## src/inc/prtc_pkg.sv

```systemverilog
// Package for the PHY reset and test stimulus control register bank
package prtc_pkg;
   // ==========================================================
   // Register map: each index is a word number, the byte address is four times it
   localparam logic [5:0] PRTC_IDX_PHY_GENERAL_CONTROL = 6'h1f;
   localparam logic [5:0] PRTC_IDX_TEST_CTRL = 6'h25;
   localparam logic [5:0] PRTC_IDX_STRAP = 6'h30;
   localparam int PRTC_ADDR_W = 8;
   localparam logic [7:0] PRTC_ADDR_PHY_GENERAL_CONTROL = {PRTC_IDX_PHY_GENERAL_CONTROL, 2'b00};
   localparam logic [7:0] PRTC_ADDR_TEST_CTRL = {PRTC_IDX_TEST_CTRL, 2'b00};
   localparam logic [7:0] PRTC_ADDR_STRAP = {PRTC_IDX_STRAP, 2'b00};
   // ==========================================================
   // Reset values
   localparam logic [15:0] PRTC_PHY_GENERAL_CONTROL_RST = 16'h0000;
   localparam logic [15:0] PRTC_TEST_CTRL_RST = 16'h0480;
   // ==========================================================
   // Field positions
   localparam int PRTC_B_SOFT_RESET = 15;
   localparam int PRTC_B_SOFT_RESTART = 14;
   localparam int PRTC_F_PULSE_HI = 11;
   localparam int PRTC_F_PULSE_LO = 10;
   localparam int PRTC_B_ZC_HIGH = 9;
   localparam int PRTC_B_FE_EN = 8;
   localparam int PRTC_B_ALL_CH = 7;
   localparam int PRTC_F_CH_HI = 6;
   localparam int PRTC_F_CH_LO = 5;
   localparam int PRTC_B_TEN_EN = 4;
   localparam int PRTC_F_PAT_HI = 3;
   localparam logic [15:0] PRTC_TEST_CTRL_MASK = 16'h0fff;
   localparam logic [15:0] PRTC_PHY_GENERAL_CONTROL_MASK = 16'hc000;
   // ==========================================================
   // Timing
   localparam int PRTC_CLK_MHZ = 250;
   localparam int PRTC_RESET_NS = 40;
   localparam int PRTC_RESET_CYC = (PRTC_RESET_NS * PRTC_CLK_MHZ + 999) / 1000;
   localparam logic [1:0] PRTC_PULSE_P2 = 2'h0;
   localparam logic [1:0] PRTC_PULSE_M2 = 2'h1;
   localparam logic [1:0] PRTC_PULSE_P1 = 2'h2;
   localparam logic [1:0] PRTC_PULSE_M1 = 2'h3;
   typedef enum logic [1:0] {
      PRTC_IDLE = 2'b00,
      PRTC_RESET = 2'b01,
      PRTC_RESTART = 2'b10
   } prtc_state_e;
endpackage : prtc_pkg

```

## src/verilog/prtc_pattern_gen.sv

```systemverilog
// One-then-N-zeros stimulus generator for the 100 Mb/s pulse pattern test
`timescale 1ns/1ps
module prtc_pattern_gen #(
   parameter int CNT_W = 5
) (
   input wire logic i_mclk,
   input wire logic i_sys_rst,
   input wire logic i_run,
   input wire logic [CNT_W-1:0] i_zero_count,
   output logic o_symbol_valid,
   output logic o_symbol_one
);
   logic [CNT_W-1:0] gap;
   // ==========================================================
   // Sequencer
   always_ff @(posedge i_mclk or posedge i_sys_rst) begin
      if (i_sys_rst) begin
         gap <= '0;
         o_symbol_valid <= 1'b0;
         o_symbol_one <= 1'b0;
      end else if (!i_run || i_zero_count == '0) begin
         // Zero count of zero empties the shifter rather than running
         gap <= '0;
         o_symbol_valid <= 1'b0;
         o_symbol_one <= 1'b0;
      end else begin
         o_symbol_valid <= 1'b1;
         if (gap == '0) begin
            o_symbol_one <= 1'b1;
            gap <= i_zero_count;
         end else begin
            o_symbol_one <= 1'b0;
            gap <= gap - 1'b1;
         end
      end
   end
endmodule : prtc_pattern_gen

```

## src/verilog/prtc_top.sv

```systemverilog
// APB register bank for PHY soft reset/restart and test stimulus control
//
// Functional notes
// Writing one to the soft reset bit resets the PHY and returns all registers to default.
// On soft reset, strap-sourced register fields reload from the last latched strap value.
// Writing one to the soft restart bit restarts the PHY but leaves registers unchanged.
// Bits 11-10 select pulse level: 0 +2, 1 -2, 2 +1, 3 -1, reset value 1.
// Extended fast test sends a one then N zeros, N from bit 9 and bits 3:0, 1 to 31.
// A zero count of zero clears the pattern shifter instead of generating a sequence.
// Bit 8 enables the extended fast pattern; when clear no pattern, reset value 0.
// Software keeps bit 4 clear when using the fast test mode.
// Software writes zero before programming a new fast test setting.
// Software forces 100 Mb/s speed through the basic control register for testing.
// Soft reset and restart bits clear themselves once the action completes.
// Reserved bits read zero and ignore writes.
// Bit 4 enables 10BASE-T test modes, bits 3:0 pick its pattern and low zero count.
// Bits 7-5 route stimulus: bit 7 all channels, else 6:5 pick A, B, C or D.
`timescale 1ns/1ps
module prtc_top
   import prtc_pkg::*;
#(
   parameter int RESET_CYC = PRTC_RESET_CYC
) (
   input wire logic i_mclk,
   input wire logic i_sys_rst,
   input wire logic i_psel,
   input wire logic i_penable,
   input wire logic i_pwrite,
   input wire logic [prtc_pkg::PRTC_ADDR_W-1:0] i_paddr,
   input wire logic [31:0] i_pwdata,
   input wire logic [3:0] i_pstrb,
   input wire logic [15:0] i_strap_test_ctrl,
   output logic o_pready,
   output logic o_pslverr,
   output logic [31:0] o_prdata,
   output logic o_phy_reset,
   output logic o_phy_restart,
   output logic [1:0] o_pulse_level_select,
   output logic [3:0] o_channel_enable,
   output logic o_ten_test_enable,
   output logic [3:0] o_ten_pattern,
   output logic o_symbol_valid,
   output logic o_symbol_one
);
   import prtc_pkg::*;
   // ==========================================================
   // Declarations
   logic [15:0] test_stimulus_control;
   logic [15:0] strap_latch;
   logic strap_taken;
   prtc_state_e state;
   logic [15:0] hold_cnt;
   logic wr_acc;
   logic rd_acc;
   logic soft_full_reset;
   logic soft_restart_keep_regs;
   logic fast_ethernet_pattern_enable;
   logic [4:0] zero_count;
   logic [3:0] next_channel_enable;
   logic [15:0] wdata16;
   assign wr_acc = i_psel && i_penable && i_pwrite && o_pready;
   assign rd_acc = i_psel && i_penable && !i_pwrite && o_pready;
   assign wdata16 = i_pwdata[15:0];
   assign soft_full_reset = (state == PRTC_RESET);
   assign soft_restart_keep_regs = (state == PRTC_RESTART);
   assign fast_ethernet_pattern_enable = test_stimulus_control[PRTC_B_FE_EN];
   assign zero_count = {test_stimulus_control[PRTC_B_ZC_HIGH],
                        test_stimulus_control[PRTC_F_PAT_HI:0]};
   // ==========================================================
   // Strap capture after release of the hard reset
   always_ff @(posedge i_mclk or posedge i_sys_rst) begin
      if (i_sys_rst) begin
         strap_taken <= 1'b0;
         strap_latch <= PRTC_TEST_CTRL_RST;
      end else if (!strap_taken) begin
         strap_taken <= 1'b1;
         strap_latch <= i_strap_test_ctrl & PRTC_TEST_CTRL_MASK;
      end
   end
   // ==========================================================
   // Reset/restart sequencer
   always_ff @(posedge i_mclk or posedge i_sys_rst) begin
      if (i_sys_rst) begin
         state <= PRTC_IDLE;
         hold_cnt <= '0;
      end else begin
         unique case (state)
            PRTC_IDLE: begin
               if (wr_acc && i_paddr == PRTC_ADDR_PHY_GENERAL_CONTROL && i_pstrb[1]) begin
                  // Full reset wins if both bits are written together
                  if (wdata16[PRTC_B_SOFT_RESET]) begin
                     state <= PRTC_RESET;
                     hold_cnt <= 16'(RESET_CYC);
                  end else if (wdata16[PRTC_B_SOFT_RESTART]) begin
                     state <= PRTC_RESTART;
                     hold_cnt <= 16'(RESET_CYC);
                  end
               end
            end
            PRTC_RESET, PRTC_RESTART: begin
               if (hold_cnt <= 16'h0001) begin
                  state <= PRTC_IDLE;
                  hold_cnt <= '0;
               end else begin
                  hold_cnt <= hold_cnt - 16'h0001;
               end
            end
            default: begin
               state <= PRTC_IDLE;
               hold_cnt <= '0;
            end
         endcase
      end
   end
   // ==========================================================
   // Test stimulus control register
   always_ff @(posedge i_mclk or posedge i_sys_rst) begin
      if (i_sys_rst) begin
         test_stimulus_control <= PRTC_TEST_CTRL_RST;
      end else if (soft_full_reset) begin
         test_stimulus_control <= strap_latch;
      end else if (wr_acc && i_paddr == PRTC_ADDR_TEST_CTRL) begin
         if (i_pstrb[0]) begin
            test_stimulus_control[7:0] <= wdata16[7:0];
         end
         if (i_pstrb[1]) begin
            // Upper reserved nibble stays zero
            test_stimulus_control[15:8] <= wdata16[15:8] & PRTC_TEST_CTRL_MASK[15:8];
         end
      end
   end
   // ==========================================================
   // APB slave: zero wait states, unmapped read zero without error
   always_ff @(posedge i_mclk or posedge i_sys_rst) begin
      if (i_sys_rst) begin
         o_pready <= 1'b0;
         o_pslverr <= 1'b0;
         o_prdata <= '0;
      end else begin
         o_pready <= i_psel && !i_penable;
         o_pslverr <= 1'b0;
         if (i_psel && !i_penable && !i_pwrite) begin
            unique case (i_paddr)
               PRTC_ADDR_PHY_GENERAL_CONTROL: o_prdata <= {16'h0000,
                  {soft_full_reset, soft_restart_keep_regs, 14'h0000}
                  & PRTC_PHY_GENERAL_CONTROL_MASK};
               PRTC_ADDR_TEST_CTRL: o_prdata <= {16'h0000, test_stimulus_control};
               PRTC_ADDR_STRAP: o_prdata <= {16'h0000, strap_latch};
               default: o_prdata <= '0;
            endcase
         end else if (rd_acc) begin
            o_prdata <= o_prdata;
         end
      end
   end
   // ==========================================================
   // Channel routing
   always_comb begin
      if (test_stimulus_control[PRTC_B_ALL_CH]) begin
         next_channel_enable = 4'hf;
      end else begin
         next_channel_enable = 4'h1 << test_stimulus_control[PRTC_F_CH_HI:PRTC_F_CH_LO];
      end
   end
   always_ff @(posedge i_mclk or posedge i_sys_rst) begin
      if (i_sys_rst) begin
         o_phy_reset <= 1'b0;
         o_phy_restart <= 1'b0;
         o_pulse_level_select <= PRTC_PULSE_M2;
         o_channel_enable <= 4'h0;
         o_ten_test_enable <= 1'b0;
         o_ten_pattern <= 4'h0;
      end else begin
         o_phy_reset <= soft_full_reset;
         o_phy_restart <= soft_restart_keep_regs;
         o_pulse_level_select <= test_stimulus_control[PRTC_F_PULSE_HI:PRTC_F_PULSE_LO];
         o_channel_enable <= next_channel_enable;
         o_ten_test_enable <= test_stimulus_control[PRTC_B_TEN_EN];
         o_ten_pattern <= test_stimulus_control[PRTC_F_PAT_HI:0];
      end
   end
   // ==========================================================
   // Pattern generator; stops while the PHY is held in reset or restart
   prtc_pattern_gen #(
      .CNT_W(5)
   ) u_pattern (
      .i_mclk(i_mclk),
      .i_sys_rst(i_sys_rst),
      .i_run(fast_ethernet_pattern_enable && state == PRTC_IDLE),
      .i_zero_count(zero_count),
      .o_symbol_valid(o_symbol_valid),
      .o_symbol_one(o_symbol_one)
   );
endmodule : prtc_top
```

## config.mk

```make
export PLATFORM = sky130hd
export DESIGN_NAME = prtc_top
export DESIGN_NICKNAME = d
export VERILOG_FILES = /design/src/inc/prtc_pkg.sv /design/src/verilog/prtc_pattern_gen.sv /design/src/verilog/prtc_top.sv
export SDC_FILE = /design/constraint.sdc
export NUM_CORES = 1
export LEC_CHECK = 0
export BUFFER_PORTS_ARGS = -buffer_cell sky130_fd_sc_hd__buf_2
export CORE_MARGIN = 10
export CORE_UTILIZATION = 35
export CTS_BUF_LIST = sky130_fd_sc_hd__clkbuf_4
export CTS_CLUSTER_DIAMETER = 200
export CTS_CLUSTER_SIZE = 16
export DETAILED_ROUTE_END_ITERATION = 16
export SLEW_MARGIN = 20
export SYNTH_ARGS = -nofsm -noshare
export SYNTH_HDL_FRONTEND = slang
export SYNTH_SLANG_ARGS = --single-unit
```

## constraint.sdc

```tcl
create_clock -name i_mclk -period 2.4 [get_ports i_mclk]
set_input_delay 0.48 -clock i_mclk [delete_from_list [all_inputs] [get_ports i_mclk]]
set_output_delay 0.48 -clock i_mclk [all_outputs]
set_load 0.005 [all_outputs]
```

* After elaboration in Yosys (flattened, before gate mapping)
Index checks and enable logic that the tools add are counted.
Widths: inputs -> output; s select.
** Word-level totals
- Bits in registers :: 100
- Bits in latches :: 0
- Bits in writable memories :: 0
- Bits in read-only memories :: 0
- Input bits :: 65
- Output and inout bits :: 49
- Logic and storage cells :: 74
- Memories kept :: 0
** Operators by class
- $add $sub $neg :: 2
- $mul :: 0
- Divide/modulo/power cells :: 0
- Order comparisons :: 1
- Eq/ne operators :: 8
- Shifts and indexed selects :: 1
- Mux-type cells :: 21
- Bitwise gates (word level) :: 0
- Reduce and logical (&&, ||, !) cells :: 24
** Operator list (count)
- $mux 16 :: 6
- $pmux 16 s3 :: 1
- $pmux 16 s2 :: 1
- $eq 8x8->1 const B :: 2
- $le 16x1->1 const B :: 1
- $mux 8 :: 2
- $sub 16x1->16 const B :: 1
- $logic_not 5->1 :: 2
- $mux 5 :: 2
- $logic_and 1x1->1 :: 9
- $eq 8x7->1 const B :: 1
- $mux 2 :: 4
- $reduce_and 2->1 :: 3
- $reduce_bool 2->1 :: 3
- $sub 5x1->5 const B :: 1
- $mux 4 :: 1
- $ne 2x2->1 const B :: 2
- $pmux 2 s2 :: 1
- $shl 1x2->4 const A :: 1
- $logic_not 1->1 :: 3
- $mux 1 :: 3
- $ne 3x3->1 const B :: 1
- $reduce_and 3->1 :: 1
- $eq 2x1->1 const B :: 1
- other kinds (4) :: 4

* Logic depth before layout (Yosys ltp)
Gate-level depths: netlist of the first run.
- Word-level depth :: 7
- Depth in mapped cells :: 8

* By module
A second synthesis of the first run with hierarchy kept.
** Unflattened totals
- Cells, all modules :: 340
- Area total of the unflattened synthesis :: 3747.3 sq um
** Modules (own cells, without submodules)
- prtc_top :: instances 1, cells each 308, area each 3417.0 sq um
- prtc_pattern_gen :: instances 1, cells each 32, area each 330.3 sq um

* Worst setup path after synthesis of the first run
OpenSTA, ideal clock, no wires.
- Path type :: input to register
- Start point :: in i_paddr[1] (netlist name)
- End point :: reg test_stimulus_control[0]
- Setup time :: 0.077 ns
- Arrival :: 2.084 ns
- Data required time :: 2.323 ns
- Setup slack :: 0.239 ns
- Cell stages on the path :: 6
- Buffers on the path :: 1
- Path through :: or4b_2 nor4_4 a31o_2 buf_2 nor2_1 a21oi_1
** Between the ends
- Cells in the longest elaborated chain, start to end :: 4
** Ends and longest elaborated chain
- from (decl) :: RTL line prtc_top.sv:29 : input wire logic [prtc_pkg::PRTC_ADDR_W-1:0] i_paddr,
- $eq 8x8->1 :: RTL line prtc_top.sv:122 : end else if (wr_acc && i_paddr == PRTC_ADDR_TEST_CTRL) begin
- $logic_and 1x1->1 :: RTL line prtc_top.sv:122
- $reduce_bool 2->1 (no source line)
- $reduce_and 2->1 (no source line)
- to (signal assigned) :: RTL line prtc_top.sv:121 : test_stimulus_control <= strap_latch;
- to (signal assigned) :: RTL line prtc_top.sv:124 : test_stimulus_control[7:0] <= wdata16[7:0];
- to (decl) :: RTL line prtc_top.sv:48 : logic [15:0] test_stimulus_control;
Every way passes these cells.
A chain may end at the register's enable or synchronous reset.

* Final worst setup path of the first run
- Start point :: reg hold_cnt[0]
- End point :: reg hold_cnt[10]
** Between the ends
- Cells in the longest elaborated chain, start to end :: 3
- Elaborated cells on any way between the ends :: 4
- Classes of those cells :: add/sub (1); order compare (1); mux (2)
** Ends and longest elaborated chain
- from (decl) :: RTL line prtc_top.sv:52 : logic [15:0] hold_cnt;
- from (signal assigned) :: RTL line prtc_top.sv:93 : hold_cnt <= 16'(RESET_CYC);
- from (signal assigned) :: RTL line prtc_top.sv:96 : hold_cnt <= 16'(RESET_CYC);
- from (signal assigned) :: RTL line prtc_top.sv:105 : hold_cnt <= hold_cnt - 16'h0001;
- $sub 16x1->16 / $le 16x1->1 (equally long branches) :: RTL line prtc_top.sv:105, prtc_top.sv:101
- $mux 16 * :: RTL line prtc_top.sv:101 : if (hold_cnt <= 16'h0001) begin
- $pmux 16 s2 * :: RTL line prtc_top.sv:87 : unique case (state)
Mark *: on every way between the ends. The rest lies on a longest branch, timed or not.

==> impl_metrics.py, run 1 <==
metrics = {
    "pwr": {
        "ir_drop_mv": 0.398,
        "p_comb_share_pct": 40.6,
        "p_sw_share_pct": 39.6,
        "intPower_mw": 2.92,
        "power.density_nw_per_um2": 1100,
        "pwr-share-seq_pct": 42.0,
        "p_leak_nw": 2.01,
        "clkPwrFrac_pct": 17.4,
        "p_sw_mw": 1.92,
    },
    "sta": {
        "worst_pin_slew_ns": 0.692,
        "relSlewSlack_pct": 53.5,
        "fmax_mhz": 441,
        "final-hold-violation-count": 0,
        "finalCritPeriodShare_pct": 94.4,
        "skew_ns": 0.0161,
        "rsz0062_at_grt": "false",
        "period_minus_slack_ns": 2.27,
        "fin_ws_ns": 0.135,
        "finalSetupTns_ns": 0,
        "finalSetupViolCount": 0,
        "slew_viol_final": 0,
    },
    "die": {
        "core_um2": 10300,
        "die-area_um2": 15100,
        "start_util_pct": 35.9,
        "die_x_um": 123,
        "die_height_um": 123,
        "rows": 37,
        "io_pins": 114,
    },
    "critical_path": {
        "crit_fanout": 5,
        "critical_path_arrival_ns": 2.60,
        "crit_required_ns": 2.73,
        "setup.worst_path.class": "flop to flop",
        "start_kind": "flop",
        "end_kind": "flop",
    },
    "layout": {
        "syn2layout_area_growth_pct": 18.5,
        "diodes": 0,
        "fin_cells": 570,
        "nets": 501,
        "nFillCells": 1014,
        "final_area_um2": 4390,
        "drive_gt1_share_pct": 31.3,
    },
    "logic_synthesis": {
        "netlist_area_um2": 3700,
        "synthArstFlopShare_pct": 100,
        "synth_edf_count": 0,
        "ys_types": 53,
        "synth_ff_type": "dfrtp_1",
        "synth_top_family_by_area": "compound AO/OA/AOI/OAI gates",
        "yosysSeqAreaShare_pct": 52.9,
        "synth-xor-area-share_pct": 0.473,
        "synth-seq-cells": 78,
        "synth_mux_area_share_pct": 6.89,
        "syn_avg_cell_area_um2": 10.6,
        "ys_warn_count": 0,
        "synthCells": 348,
        "synth_adder_area_share_pct": 2.37,
        "synth_simple_gate_area_share_pct": 13.8,
        "synth_compound_area_share_pct": 16.2,
    },
    "run": {
        "max_cap_viol_count": 0,
    },
    "clock_tree": {
        "clk_path_buf_depth": 2,
        "postCtsHoldBufs": 0,
        "cts_root_buf": "clkbuf_4",
        "clk_latency_ns": 0.43,
        "numClockSinks": 78,
        "clkSlewWorstSetupHoldPaths_ns": 0.14,
        "numCtsBuffers": 9,
        "cts_tree": "done",
        "htreeDepth": 3,
    },
    "detailed_routing": {
        "drc_errors": 0,
        "wl_per_cell_um": 15.5,
        "first_pass_iters": 4,
        "first_iter_violations": 111,
        "drt-vias-per-instance": 4.96,
        "finalWirelength_um": 8860,
        "vias": 2828,
        "ant_nets": 0,
    },
    "placed_design": {
        "dpl_cell_area_um2": 4230,
        "hpwl_um": 6370,
        "gp_congestion": 0.787,
        "dp_cells": 554,
        "port_buffers": 70,
        "pre_cts_ws_ns": -0.118,
    },
    "grt": {
        "grt_use_total_pct": 11.9,
        "gr-total-overflow": 0,
        "first_global_vias": 2938,
        "grt_max_degree": 79,
        "grt_pass1_wl_um": 14400,
        "antenna_found_initial": 0,
    },
    "hold_path": {
        "hold_class": "input pin to asynchronous set/reset pin",
    },
    "status": {
        "outcome": "completed",
    },
}
==> routing by layer <==
| layer | track usage (%) | part of all wire [%] | wire length, µm | vias up |
|---|---|---|---|---|
| met1 | 14.6 | 44 | 3900 | 1369 |
| met2 | 19.2 | 49 | 4300 | 63 |
| met5 | 0 | 0 | 0 | - |
| met3 | 3.03 | 5.7 | 505 | 14 |
| met4 | 5.23 | 1.8 | 157 | 0 |
| li1 | - | - | - | 1382 |
==> worst paths after layout <==
path                                           startpoint                         to  slack (ns)  cells after the start
worst max-delay path                          hold_cnt[0]               hold_cnt[10]        0.13                      7
worst min-delay path                            i_sys_rst           u_pattern.gap[0]        0.14                      3
worst max register to register                hold_cnt[0]               hold_cnt[10]        0.13                      7
worst min register to register  test_stimulus_control[10]    o_pulse_level_select[0]        0.39                      0
max in group asynchronous                       i_sys_rst  test_stimulus_control[10]        1.89                      3
min in group i_mclk                             i_penable                   o_pready        0.21                      2
==> area by class of cell <==
class	count	area, µm²	area share (%)
clock buffers	9	67.6	1.54
clock inverters	7	82.6	1.88
inverters	14	56.3	1.28
multi-input cells	240	1570	35.8
flip-flops and latches	78	1960	44.6
well taps	136	170	3.88
repair buffers	86	483	11.0
==> power by group through the flow <==
stage          sequential (mW)  clock [mW]  combinational [mW]
6_report                  2.03       0.841                1.96
2_1_floorplan             2.01           0                1.35
5_1_grt                   2.09       0.927                2.22
4_1_cts                   2.03       0.877                1.95
3_5_place_dp              2.06           0                1.94
3_3_place_gp              2.05           0                1.89
==> worst max-delay path, stage by stage, from the launching register on <==
cell	delay, ns
dfrtp_1	0.46
inv_1	0.11
ha_1	0.20
or3b_2	0.47
or3_2	0.48
o21ai_0	0.17
o21ai_0	0.09
a31o_2	0.21
==> kinds of logic after synthesis <==
logic type               Yosys count
flip-flops                        78
other                              2
AO/OA/AOI/OAI                     95
buffers and inverters             48
XOR/XNOR                           2
multiplexers                      24
AND/OR/NAND/NOR                   92
adder cells (fa/ha/maj)            7
==> through the flow <==
| stage | total power [mW] | hold WS [ns] | util [%] |
|---|---|---|---|
| after global placement | 3.93 | 0.367 | 40.9 |
| final | 4.84 | 0.138 | 42.5 |
| after detailed placement | 4.00 | 0.369 | 40.9 |
| after global routing | 5.24 | 0.152 | 42.5 |
| after floorplan | 3.35 | 0.361 | - |
| after CTS | 4.86 | 0.137 | 42.4 |
==> cells in the mapped netlist, types with 2 or more instances <==
| cell | number | area share, % |
|---|---|---|
| dfrtp_1 | 73 | 49 |
| nor2b_1 | 3 | 0.51 |
| a31o_2 | 2 | 0.47 |
| and4b_1 | 2 | 0.54 |
| clkbuf_1 | 8 | 0.81 |
| or4b_2 | 2 | 0.54 |
| a22o_1 | 5 | 1.2 |
| o211ai_1 | 2 | 0.41 |
| nor3_1 | 10 | 1.4 |
| mux2_2 | 12 | 3.6 |
| buf_2 | 4 | 0.54 |
| conb_1 | 2 | 0.20 |
| ha_1 | 7 | 2.4 |
| o22ai_1 | 2 | 0.34 |
| mux2i_1 | 12 | 3.2 |
| o21bai_1 | 2 | 0.41 |
| nor4_4 | 2 | 1.1 |
| dfstp_2 | 5 | 3.5 |
| a21o_1 | 5 | 1.0 |
| nand2_1 | 16 | 1.6 |
| inv_1 | 14 | 1.4 |
| buf_1 | 2 | 0.20 |
| a211oi_1 | 3 | 0.61 |
| or3_1 | 2 | 0.34 |
| a22oi_1 | 12 | 2.4 |
| nor2_1 | 31 | 3.1 |
| nand2b_1 | 2 | 0.34 |
| o21ai_0 | 26 | 3.5 |
| a21oi_1 | 26 | 3.5 |
| nor4_1 | 8 | 1.4 |
| or3_2 | 3 | 0.61 |
| or4_1 | 4 | 0.81 |
| buf_4 | 19 | 3.9 |
==> registers in the layout (all words and copies together) (netlist names) <==
register	count
o_phy_restart	1
o_phy_reset	1
state	2
strap_taken	1
hold_cnt	16
u_pattern.gap	5
o_ten_pattern	4
o_pulse_level_select	2
o_channel_enable	4
u_pattern.o_symbol_one	1
test_stimulus_control	12
strap_latch	12
u_pattern.o_symbol_valid	1
o_pready	1
o_ten_test_enable	1
o_prdata	14
==> cells in the final DEF (no fill, tap or decap), types with 10 or more instances in the layout <==
master	n
a21oi_1	26
inv_1	13
buf_2	70
buf_4	15
a22oi_1	12
nand2_1	16
nor3_1	10
conb_1	20
mux2i_1	12
mux2_2	12
nor2_1	31
dfrtp_1	73
o21ai_0	26
==> repair_timing <==
action,4_1_cts,5_1_grt
setup endpoints to repair,0,11
setup buffers,0,0
resized for setup,0,2
No activity file was read; power rests on OpenSTA's default activity.
==> inputs of run 2 (changes only) <==
--- a/config.mk
+++ b/config.mk
@@ -6,12 +6,14 @@
 export NUM_CORES = 1
 export LEC_CHECK = 0
 export BUFFER_PORTS_ARGS = -buffer_cell sky130_fd_sc_hd__buf_2
+export CORE_ASPECT_RATIO = 2
 export CORE_MARGIN = 10
-export CORE_UTILIZATION = 35
+export CORE_UTILIZATION = 48
 export CTS_BUF_LIST = sky130_fd_sc_hd__clkbuf_4
 export CTS_CLUSTER_DIAMETER = 200
 export CTS_CLUSTER_SIZE = 16
 export DETAILED_ROUTE_END_ITERATION = 16
+export PLACE_DENSITY = 0.79
 export SLEW_MARGIN = 20
 export SYNTH_ARGS = -nofsm -noshare
 export SYNTH_HDL_FRONTEND = slang
==> impl_metrics.py, run 2 (synthesized netlist as in run 1, its figures left out) <==
metrics = {
    "die": {
        "die-area_um2": 11800,
        "io_pins": 114,
        "rows": 45,
        "start_util_pct": 49.1,
        "core_um2": 7540,
        "die_x_um": 82.1,
        "die_height_um": 144,
    },
    "critical_path": {
        "crit_top_cell": "o21ai_0",
        "crit_chain": "or4_1 -> or3_2 -> o21ai_0 -> o21ai_0 -> a31o_2",
        "cpPeakStageDelay_ns": 0.67,
        "cp_slowest_cell": "or4_1",
        "crit_required_ns": 2.73,
        "setup.worst_path.class": "flop to flop",
        "critical_path_arrival_ns": 2.60,
        "end_kind": "flop",
        "start_kind": "flop",
        "crit_fanout": 6,
    },
    "run": {
        "max_cap_viol_count": 0,
    },
    "clock_tree": {
        "clk_path_buf_depth": 2,
        "numClockSinks": 78,
        "postCtsHoldBufs": 0,
        "clkSlewWorstSetupHoldPaths_ns": 0.13,
        "clk_latency_ns": 0.44,
        "htreeDepth": 3,
        "cts_root_buf": "clkbuf_4",
        "cts_tree": "done",
        "numCtsBuffers": 9,
    },
    "layout": {
        "reg_top3": "hold_cnt (16), o_prdata (14)",
        "largest-register": "hold_cnt",
        "nets": 498,
        "nFillCells": 674,
        "final_cell_mix": "73 x dfrtp_1, 70 x buf_2, 31 x nor2_1, 26 x a21oi_1, 26 x o21ai_0",
        "layout_commonest_cell": "dfrtp_1",
        "largest_reg_flops": 16,
        "final_area_um2": 4300,
        "fin_cells": 526,
        "syn2layout_area_growth_pct": 16.0,
        "drive_gt1_share_pct": 30.6,
    },
    "detailed_routing": {
        "ant_nets": 0,
        "first_iter_violations": 229,
        "wl_per_cell_um": 17.1,
        "drc_errors": 0,
        "finalWirelength_um": 9000,
        "vias": 2906,
        "drt-vias-per-instance": 5.52,
        "first_pass_iters": 4,
    },
    "grt": {
        "grt_max_degree": 36,
        "grt_pass1_wl_um": 15200,
        "grt_use_total_pct": 16.4,
        "first_global_vias": 3218,
        "gr-total-overflow": 0,
        "antenna_found_initial": 1,
    },
    "placed_design": {
        "dpl_cell_area_um2": 4140,
        "hpwl_um": 6900,
        "gp_congestion": 0.861,
        "dp_cells": 507,
        "port_buffers": 70,
    },
    "sta": {
        "slew_viol_final": 0,
        "fmax_mhz": 441,
        "period_minus_slack_ns": 2.27,
        "skew_ns": 0.0225,
        "finalSetupTns_ns": 0,
        "finalSetupViolCount": 0,
        "worst_pin_slew_ns": 0.653,
        "final-hold-violation-count": 0,
        "finalCritPeriodShare_pct": 94.6,
        "relSlewSlack_pct": 56.1,
    },
    "pwr": {
        "power.density_nw_per_um2": 1110,
        "ir_drop_mv": 0.702,
        "power_mw": 4.77,
        "p_leak_nw": 2.00,
    },
    "status": {
        "outcome": "completed",
    },
    "hold_path": {
        "hold_class": "input pin to asynchronous set/reset pin",
    },
}
run 2: cell count changes in the layout (fill, tap and decap cells not counted), sizes merged:
cell,change
diode,+1
inv,-1
clkinvlp,-1
clkbuf,+2
buf,-3
run 2: worst max-delay path: cells and delay by family, from the launching register on:
kind / cells / cell delay, ns
flip-flops: 1 / 0.45
AND/OR/NAND/NOR: 2 / 1.24
AO/OA/AOI/OAI: 3 / 0.48
run 2: repair_timing:
action	CTS	global route
setup buffers	0	2
resized for setup	0	0
endpoints found under the setup margin	0	11
run 2: layer usage:
metal | vias to the layer above | GRT usage [%] | wire length, µm
met4 | 0 | 8.92 | 216
met1 | 1423 | 16.6 | 3260
met3 | 17 | 4.66 | 493
li1 | 1372 | - | -
met2 | 94 | 28.9 | 5030
met5 | - | 0 | 0
run 2: layout make-up:
cell class	count	area (µm²)	area share (%)
Sequential cell	78	1960	45.6
Multi-Input combinational cell	240	1560	36.3
Timing Repair Buffer	83	460	10.7
Tap cell	94	118	2.74
Clock buffer	11	82.6	1.92
Clock inverter	5	60.1	1.40
Inverter	14	56.3	1.31
Antenna cell	1	2.50	0.0583
run 2: final timing paths:
kind	slack, ns	depth (start not counted)	from	to
worst max-delay path	0.13	5	hold_cnt[5]	hold_cnt[10]
worst min-delay path	0.1	2	i_sys_rst	test_stimulus_control[1]
worst max register to register	0.13	5	hold_cnt[5]	hold_cnt[10]
worst min register to register	0.39	0	test_stimulus_control[10]	o_pulse_level_select[0]
max in group asynchronous	1.61	3	i_sys_rst	test_stimulus_control[7]
min in group i_mclk	0.20	2	i_penable	o_pready
run 2: stage by stage:
stage	setup WS [ns]	utilization (%)	hold WS, ns
2_1_floorplan	0.239	-	0.361
3_3_place_gp	0.122	54.8	0.367
3_5_place_dp	0.0793	54.8	0.371
4_1_cts	0.0740	56.7	0.0939
5_1_grt	-0.000284	56.9	0.126
6_report	0.130	56.9	0.0977
run 2: power by group:
part	leakage (nW)	internal, mW	total [mW]	switching [mW]
clock	0.0775	0.345	0.812	0.467
sequential	0.949	1.72	2.04	0.317
combinational	0.974	0.820	1.92	1.10
total	2.00	2.89	4.77	1.88
